===== config.mk =====
export PLATFORM = sky130hd
export DESIGN_NAME = mie_top
export DESIGN_NICKNAME = d
export VERILOG_FILES = /design/src/hdl/mie_pkg.sv /design/src/hdl/mie_edge_latch.sv /design/src/hdl/mie_top.sv
export SDC_FILE = /design/constraint.sdc
export NUM_CORES = 1
export LEC_CHECK = 0
export BUFFER_PORTS_ARGS = -buffer_cell sky130_fd_sc_hd__buf_4
export CORE_AREA = 5 5 42 44
export CTS_BUF_LIST = sky130_fd_sc_hd__clkbuf_8
export CTS_CLUSTER_SIZE = 40
export DETAILED_ROUTE_END_ITERATION = 12
export DIE_AREA = 0 0 47 49
export GPL_TIMING_DRIVEN = 0
export PLACE_DENSITY = 0.77
export SYNTH_ARGS = -nofsm -noshare
export SYNTH_HDL_FRONTEND = slang
export SYNTH_HIERARCHICAL = 1
export SYNTH_SLANG_ARGS = --single-unit
export TNS_END_PERCENT = 10

===== constraint.sdc =====
create_clock -name clk -period 1.5 [get_ports clk]
set_input_delay 0.375 -clock clk [delete_from_list [all_inputs] [get_ports clk]]
set_output_delay 0.375 -clock clk [all_outputs]
set_load 0.01 [all_outputs]

===== src/hdl/mie_pkg.sv =====
// Package of constants and types for the management interrupt entry block.
package mie_pkg;
    // =========================================================
    // Controller states
    typedef enum logic [3:0] {
        MIE_NORMAL = 4'h1,
        MIE_ENTRY = 4'h2,
        MIE_MODE = 4'h4,
        MIE_EXIT = 4'h8
    } mie_state_t;

    // =========================================================
    // Reset values
    localparam logic RST_IRQ_LEVEL = 1'b1;
    localparam logic RST_PENDING = 1'b0;
    localparam logic RST_ACTIVE_N = 1'b1;
    // Width of the external interrupt request vector
    localparam int EXT_IRQ_W = 8;
endpackage


===== src/hdl/mie_edge_latch.sv =====
// Falling-edge catcher for the management interrupt pin, with synchroniser.
`timescale 1ns/100ps
`default_nettype none
module mie_edge_latch (
    // Clock and reset
    input wire logic clk,
    input wire logic arst_n,
    // Pin and control
    input wire logic irq_pin_n,
    input wire logic clear,
    // Pending request
    output logic pending
);
    logic sync_a;
    logic sync_b;
    logic prev;
    logic next_pending;
    logic fall;

    always_comb begin
        fall = prev & ~sync_b;
        next_pending = pending;
        if (clear) begin
            next_pending = 1'b0;
        end
        if (fall) begin
            next_pending = 1'b1;
        end
    end

    always_ff @(posedge clk or negedge arst_n) begin
        if (!arst_n) begin
            sync_a <= mie_pkg::RST_IRQ_LEVEL;
            sync_b <= mie_pkg::RST_IRQ_LEVEL;
            prev <= mie_pkg::RST_IRQ_LEVEL;
            pending <= mie_pkg::RST_PENDING;
        end else begin
            sync_a <= irq_pin_n;
            sync_b <= sync_a;
            prev <= sync_b;
            pending <= next_pending;
        end
    end
endmodule
`default_nettype wire


===== src/hdl/mie_top.sv =====
// Management mode entry and exit controller.
// Contract
// - Catch every falling edge of mgmt_irq_n as one pending request.
// - Pending request enters mgmt_mode only at an instruction or string iteration boundary.
// - Pending request also taken between repeated string iterations.
// - Management request outranks every other external interrupt request.
// - No entry during locked bus cycles or while already in mgmt_mode.
// - Edge arriving during mgmt_mode is caught and kept pending.
// - Request caught in mgmt_mode served after resume_instruction, fresh entry.
// - mgmt_mode_active_n low from entry start until resume_instruction executes.
`timescale 1ns/100ps
`default_nettype none
module mie_top (
    // Clock and reset
    input wire logic clk,
    input wire logic arst_n,
    // Management interrupt pin, active low
    input wire logic mgmt_irq_n,
    // Core status
    input wire logic instr_boundary,
    input wire logic string_iter_boundary,
    input wire logic bus_locked,
    input wire logic resume_instruction,
    // Other external interrupt request
    input wire logic [mie_pkg::EXT_IRQ_W-1:0] ext_irq,
    // Outputs
    output logic mgmt_entry,
    output logic ext_irq_grant,
    output logic mgmt_mode_active_n,
    output logic mgmt_pending
);
    // =========================================================
    // Edge latch
    mie_pkg::mie_state_t state;
    mie_pkg::mie_state_t next_state;
    logic pending;
    logic take;
    logic next_entry;
    logic next_grant;
    logic next_active_n;

    mie_edge_latch u_latch (
        .clk(clk),
        .arst_n(arst_n),
        .irq_pin_n(mgmt_irq_n),
        .clear(take),
        .pending(pending)
    );

    // =========================================================
    // Entry decision and mode state
    always_comb begin
        take = 1'b0;
        next_state = state;
        next_active_n = mgmt_mode_active_n;
        next_grant = 1'b0;
        case (state)
            mie_pkg::MIE_NORMAL: begin
                if (pending && !bus_locked && (instr_boundary || string_iter_boundary)) begin
                    take = 1'b1;
                    next_state = mie_pkg::MIE_ENTRY;
                    next_active_n = 1'b0;
                end else if (instr_boundary && !pending && (|ext_irq)) begin
                    next_grant = 1'b1;
                end
            end
            mie_pkg::MIE_ENTRY: begin
                next_state = mie_pkg::MIE_MODE;
            end
            mie_pkg::MIE_MODE: begin
                // Pending stays latched here; no re-entry while in mode
                if (resume_instruction) begin
                    next_state = mie_pkg::MIE_EXIT;
                    next_active_n = 1'b1;
                end
            end
            mie_pkg::MIE_EXIT: begin
                next_state = mie_pkg::MIE_NORMAL;
            end
            default: begin
                next_state = mie_pkg::MIE_NORMAL;
                next_active_n = 1'b1;
            end
        endcase
        next_entry = take;
    end

    always_ff @(posedge clk or negedge arst_n) begin
        if (!arst_n) begin
            state <= mie_pkg::MIE_NORMAL;
            mgmt_mode_active_n <= mie_pkg::RST_ACTIVE_N;
            mgmt_entry <= 1'b0;
            ext_irq_grant <= 1'b0;
            mgmt_pending <= mie_pkg::RST_PENDING;
        end else begin
            state <= next_state;
            mgmt_mode_active_n <= next_active_n;
            mgmt_entry <= next_entry;
            ext_irq_grant <= next_grant;
            mgmt_pending <= pending;
        end
    end
endmodule
`default_nettype wire


==> impl_metrics.py, run 1 <==
metrics = {
    "run_status": {
        "status": "finished, final reports clean",
    },
    "placed_design": {
        "place_ws_ns": -0.123,
        "io_buffer_count": 18,
        "gp_congestion": 0.797,
        "place_area_um2": 698,
        "place_hpwl_um": 944,
    },
    "final_layout": {
        "drive_above_1_share": 0.522,
        "stdcell_area_um2": 764,
        "final_nets": 83,
        "synthToLayoutAreaGrowth_pct": 46.5,
        "diodes": 0,
        "final_core_util": 0.546,
    },
    "synthesis": {
        "synth-adder-area-share": 0,
        "synth_top_cell_by_area": "dfrtp_1",
        "synthXorXnorAreaFrac": 0,
        "synth-seq-cells": 12,
        "synth_nets": 59,
        "synth_top_area_frac": 0.336,
        "synthTopCellsByArea": "dfrtp_1 (34%), dfstp_2 (25%), nor4_1 (4.8%), inv_1 (3.6%), nor3_1 (2.9%)",
        "synth.cell_area_um2": 522,
        "syn_inst": 44,
        "muxShareOfSynthArea": 0,
        "ys_types": 23,
        "yosys.area_share.simple": 0.211,
        "yosys_warnings": 6,
        "avgSynthCellArea_um2": 11.9,
        "synth-compound-area-share": 0.134,
        "ys_seq_area_frac": 0.588,
        "synth_top_family_by_area": "simple AND/OR/NAND/NOR gates",
    },
    "worst_setup_path": {
        "rr_startpoint": "state[2]$_DFFE_PN0P_",
        "cp_max_fo": 9,
        "required_ns": 1.62,
        "path_class": "register to register",
        "cp-start-kind": "register",
        "critPathCapture": "u_latch/pending$_DFFE_PN0P_",
        "end_kind": "register",
        "startpoint": "state[2]$_DFFE_PN0P_",
        "r2r_slack_ns": 0.04,
        "r2r_cells": 4,
        "crit_arrival_ns": 1.58,
        "reg2reg_to": "u_latch/pending$_DFFE_PN0P_",
    },
    "timing": {
        "setup_ws_ns": 0.0392,
        "setup_viol": 0,
        "holdWs_ns": 0.238,
        "hold_violations": 0,
        "finalCritPeriodShare": 0.974,
        "rsz0062_at_grt": "true",
        "min_period_ns": 1.46,
        "skew_ns": 0.00195,
        "tightestPinTransition_ns": 0.484,
        "slew_headroom": 0.674,
        "fmax_mhz": 685,
        "slew_violations": 0,
        "final.setup.tns_ns": 0,
    },
    "drt": {
        "drt-met1-wl_um": 474,
        "drtIter0Drc": 5,
        "ant_nets": 0,
        "first_pass_iters": 4,
        "wl_met2_um": 685,
        "wirelength_mm": 1.29,
        "vias": 446,
        "top_layer_used": "met4",
        "drt-vias-per-instance": 5.37,
        "wl_per_cell_um": 15.6,
        "route.met3.wl_um": 119,
        "drcViolationCount": 0,
    },
    "clock_network": {
        "numCtsBuffers": 3,
        "cts_tree": "built",
        "htreeDepth": 1,
        "insertion_delay_ns": 0.24,
        "clockBufferDepth": 2,
        "clock_sinks": 12,
        "cts-root-buf": "clkbuf_8",
        "clk_pin_slew_ns": 0.05,
    },
    "global_routing": {
        "grt_pass1_wl_mm": 2.17,
        "grt_pass1_vias": 496,
        "grtUsageTotal": 0.130,
        "antenna_found_initial": 0,
        "grt_max_degree": 13,
        "grt_remaining_overflow": 0,
    },
    "power": {
        "power_density_mw_per_mm2": 1640,
        "ir_worst_vdd_mv": 0.794,
        "p_leak_nw": 0.334,
    },
    "floorplan": {
        "start_util": 0.372,
        "die_h_um": 49,
        "die_w_um": 47,
        "dieArea_mm2": 0.00230,
        "io_pins": 19,
        "num_rows": 14,
        "design.core.area_mm2": 0.00140,
    },
    "job": {
        "max-cap-violations": 0,
    },
    "min_path": {
        "hold_path_class": "primary input to register",
    },
}
## cell usage after synthesis (all sizes together)
| cell | count |
|---|---|
| a2111oi | 1 |
| inv | 5 |
| o31ai | 1 |
| nand2b | 1 |
| or3b | 1 |
| o311ai | 2 |
| a21oi | 1 |
| buf | 2 |
| nor4 | 4 |
| nor2 | 3 |
| nor3b | 1 |
| o22ai | 1 |
| o21a | 1 |
| or4b | 1 |
| nor3 | 4 |
| dfrtp | 7 |
| dfstp | 5 |
| nor4b | 1 |
| nand2 | 1 |
| o21ai | 1 |
## repair_timing
| item | 4_1_cts | 5_1_grt |
|---|---|---|
| resized for setup | 0 | 1 |
| setup buffers | 1 | 0 |
| hold endpoints to repair | 7 | 0 |
| hold buffers | 1 | 0 |
| endpoints found under the setup margin | 3 | 3 |
| pin swaps | 1 | 2 |
## flip-flops by register name, indices dropped and copies added, names as in the netlist
register and cells:
u_latch/sync_b 1, mgmt_pending 1, mgmt_entry 1, u_latch/pending 1
state 4, ext_irq_grant 1, u_latch/prev 1, mgmt_mode_active_n 1
u_latch/sync_a 1
## critical path, stage by stage (launching register included)
cell     delay [ns]
dfrtp_1        0.37
buf_6          0.13
or4b_4         0.56
nor3_4         0.20
o22ai_2        0.09
## final cells by class
| type | count | area, µm² |
|---|---|---|
| clock buffer | 4 | 55.1 |
| sequential | 12 | 308 |
| multi-input combinational | 25 | 199 |
| fill | 133 | 637 |
| tap | 16 | 20.0 |
| inverter | 5 | 18.8 |
| buffer | 1 | 11.3 |
| timing repair buffer | 20 | 153 |
## cell usage in the layout (no fill, tap or decap)
cell type,netlist,layout
buf_4,0,19
dfrtp_1,7,6
inv_1,5,5
dfstp_2,5,5
nor4_1,4,4
clkbuf_8,0,4
nor2_1,3,3
nor3_1,3,3
buf_6,1,1
or4b_4,1,1
a2111oi_4,0,1
nand2b_1,1,1
nor3_4,0,1
nor4b_1,1,1
o21ai_0,1,1
o311ai_1,1,1
o21a_1,1,1
or3b_2,1,1
o311ai_0,1,1
o31ai_1,1,1
nand2_1,1,1
nor3b_1,1,1
a21oi_1,1,1
dlygate4sd3_1,0,1
dfrtp_2,0,1
o22ai_2,1,1
## layer usage
| metal | vias to the layer above | track usage |
|---|---|---|
| met3 | 3 | 0.0406 |
| met4 | 0 | 0.0415 |
| met5 | - | 0 |
| met2 | 18 | 0.219 |
| li1 | 207 | - |
| met1 | 218 | 0.149 |
## power breakdown
group | switching [mW] | internal [mW] | total, mW
Sequential | 0.0778 | 0.428 | 0.506
Combinational | 0.185 | 0.206 | 0.391
Clock | 0.124 | 0.232 | 0.356
Total | 0.386 | 0.866 | 1.25
## stage by stage
stage,power [mW],cells
3_5_place_dp,0.896,78
5_1_grt,1.33,83
4_1_cts,1.26,83
6_report,1.25,83
3_3_place_gp,0.871,78
2_1_floorplan,0.743,44
## kinds of logic after synthesis
| family | Yosys count |
|---|---|
| DFF | 12 |
| and+or+nand+nor | 17 |
| AOI/OAI and AO/OA | 8 |
| buffers and inverters | 7 |
## worst min path at each step
stage                          start                          end  slack (ns)  depth (start not counted)
after floorplan               arst_n      ext_irq_grant$_DFF_PN0_        0.08                          0
after global placement        arst_n       mgmt_pending$_DFF_PN0_        0.22                          1
after detailed placement      arst_n  u_latch/pending$_DFFE_PN0P_        0.22                          1
after CTS                 mgmt_irq_n     u_latch/sync_a$_DFF_PN1_        0.24                          1
after global routing      mgmt_irq_n     u_latch/sync_a$_DFF_PN1_        0.23                          1
final                     mgmt_irq_n     u_latch/sync_a$_DFF_PN1_        0.24                          1
No activity file was read; power rests on OpenSTA's default activity.
==> run 2, diff against run 1 <==
--- a/config.mk
+++ b/config.mk
@@ -13,6 +13,7 @@
 export DIE_AREA = 0 0 47 49
 export GPL_TIMING_DRIVEN = 0
 export PLACE_DENSITY = 0.77
+export SETUP_SLACK_MARGIN = 0.15
 export SYNTH_ARGS = -nofsm -noshare
 export SYNTH_HDL_FRONTEND = slang
 export SYNTH_HIERARCHICAL = 1
==> run 2 against run 1 <==
Against the previous run: the flow now finishes with violations (setup timing); combinational power grew 18%; flip-flop and latch count is the same; non-clock buffer count up 3; clock skew is 0.0054 ns higher; routed wire length fell by 11%; global-route usage fell by 1.4 points; total power is 0.25% higher; maximum frequency fell by 2.7%; clock power shrank 16%; highest routed layer unchanged.
==> impl_metrics.py, run 2 (synthesis gave the netlist of run 1 again) <==
metrics = {
    "global_routing": {
        "grtUsageTotal": 0.116,
        "grt_pass1_vias": 393,
        "grt_remaining_overflow": 0,
        "antenna_found_initial": 0,
        "grt_max_degree": 13,
        "grt_pass1_wl_mm": 1.75,
    },
    "worst_setup_path": {
        "crit_chain": "buf_6 > or4b_4 > nor3_4 > o22ai_2",
        "cp-start-kind": "register",
        "cp_max_fo": 3,
        "reg2reg_to": "u_latch/pending$_DFFE_PN0P_",
        "required_ns": 1.62,
        "crit_arrival_ns": 1.62,
        "end_kind": "register",
        "cp_slowest_stage_delay_ns": 0.52,
        "cp_top_family": "simple AND/OR/NAND/NOR gates",
        "r2r_slack_ns": -0.0007,
        "path_buf_inv": 1,
        "r2r_cells": 4,
        "rr_startpoint": "state[0]$_DFFE_PN1P_",
        "critical-path-slowest-cell": "dfstp_2",
        "path_class": "register to register",
    },
    "power": {
        "finalPower_mw": 1.26,
        "p_leak_nw": 0.351,
        "power_density_mw_per_mm2": 1600,
        "ir_worst_vdd_mv": 0.699,
    },
    "floorplan": {
        "design.core.area_mm2": 0.00140,
        "io_pins": 19,
        "dieArea_mm2": 0.00230,
        "start_util": 0.372,
        "num_rows": 14,
        "die_w_um": 47,
        "die_h_um": 49,
    },
    "timing": {
        "rsz0062_at_grt": "true",
        "setup_viol": 1,
        "tightestPinTransition_ns": 0.495,
        "finalCritPeriodShare": 1.00,
        "slew_violations": 0,
        "hold_violations": 0,
        "final.setup.tns_ns": -0.000729,
        "skew_ns": 0.00732,
        "slew_headroom": 0.667,
        "setup_ws_ns": -0.000729,
        "min_period_ns": 1.50,
        "fmax_mhz": 666,
    },
    "final_layout": {
        "top_register": "state",
        "diodes": 0,
        "final_common_cell": "buf_4",
        "final_cell_mix": "buf_4 (20), dfrtp_1 (7), inv_1 (6), dfstp_2 (5), nor4_1 (4)",
        "largest_register_ffs": 4,
        "stdcell_area_um2": 783,
        "drive_above_1_share": 0.514,
        "final_nets": 86,
        "synthToLayoutAreaGrowth_pct": 50.1,
        "final_core_util": 0.559,
    },
    "drt": {
        "wl_per_cell_um": 13.3,
        "drcViolationCount": 0,
        "vias": 436,
        "first_pass_iters": 4,
        "wirelength_mm": 1.15,
        "drt-vias-per-instance": 5.07,
        "ant_nets": 0,
        "drtIter0Drc": 2,
    },
    "job": {
        "max-cap-violations": 0,
    },
    "clock_network": {
        "htreeDepth": 1,
        "clock_sinks": 12,
        "cts-root-buf": "clkbuf_8",
        "clk_pin_slew_ns": 0.05,
        "cts_tree": "built",
        "numCtsBuffers": 3,
        "insertion_delay_ns": 0.24,
        "clockBufferDepth": 2,
    },
    "placed_design": {
        "gp_congestion": 0.780,
        "io_buffer_count": 18,
        "place_area_um2": 702,
        "place_hpwl_um": 840,
    },
    "run_status": {
        "status": "finished, violations left",
        "violations": "setup timing",
    },
    "min_path": {
        "hold_path_class": "primary input to register",
        "hold_start": "mgmt_irq_n",
        "min_path_cells": 1,
        "min_to": "u_latch/sync_a$_DFF_PN1_",
    },
}
==> run 2: cell types whose count changed in the layout (fill, tap and decap cells not counted), sizes merged <==
cell,delta
buf,+3
inv,+1
clkbuf,-1
==> run 2: power breakdown <==
part | internal [mW] | switching, mW | total (mW)
Clock | 0.180 | 0.118 | 0.298
Combinational | 0.268 | 0.194 | 0.462
Sequential | 0.426 | 0.0693 | 0.495
==> run 2: what timing repair did <==
item | in CTS | in global routing
gates resized for setup | 0 | 1
endpoints found under the hold margin | 7 | 0
pin swaps | 3 | 2
setup buffers | 3 | 0
setup endpoints to repair | 5 | 5
hold buffers | 1 | 0
==> run 2: final cells by class <==
class	instances	area (µm²)
timing repair buffer	22	171
inverter	5	18.8
clock buffer	3	41.3
fill	120	618
clock inverter	1	3.75
tap	16	20.0
multi-input combinational	25	199
buffer	2	22.5
sequential	12	307
==> run 2: how the worst max path moves through the flow <==
| stage | slack [ns] | cells past startpoint | endpoint | start |
|---|---|---|---|---|
| 6_report | -0.0007 | 4 | u_latch/pending$_DFFE_PN0P_ | state[0]$_DFFE_PN1P_ |
| 5_1_grt | -0.06 | 4 | ext_irq_grant$_DFF_PN0_ | state[0]$_DFFE_PN1P_ |
| 4_1_cts | -0.06 | 4 | u_latch/pending$_DFFE_PN0P_ | state[0]$_DFFE_PN1P_ |
| 3_5_place_dp | -0.05 | 4 | u_latch/pending$_DFFE_PN0P_ | state[0]$_DFFE_PN1P_ |
| 3_3_place_gp | -0.03 | 4 | u_latch/pending$_DFFE_PN0P_ | state[0]$_DFFE_PN1P_ |
| 2_1_floorplan | 0.04 | 4 | u_latch/pending$_DFFE_PN0P_ | state[0]$_DFFE_PN1P_ |
==> run 2: per-stage QoR <==
| step | hold slack [ns] | std cells | worst slack [ns] |
|---|---|---|---|
| finish | 0.244 | 86 | -0.000729 |
| detailed placement | 0.220 | 78 | -0.0515 |
| global route | 0.236 | 86 | -0.0568 |
| floorplan | 0.0794 | 44 | 0.0351 |
| CTS | 0.243 | 86 | -0.0555 |
| global placement | 0.216 | 78 | -0.0317 |
==> run 2: per-layer routing <==
metal	share of wire	GRT usage	up-vias
met4	0.051	0.124	0
met5	0	0	-
met2	0.48	0.163	19
li1	-	-	213
met3	0.087	0.0221	5
met1	0.38	0.131	199
==> run 2: worst register-to-register path: stages, from the launching register on <==
cell and delay, ns:
dfstp_2 0.52, buf_6 0.09, or4b_4 0.48, nor3_4 0.20, o22ai_2 0.09
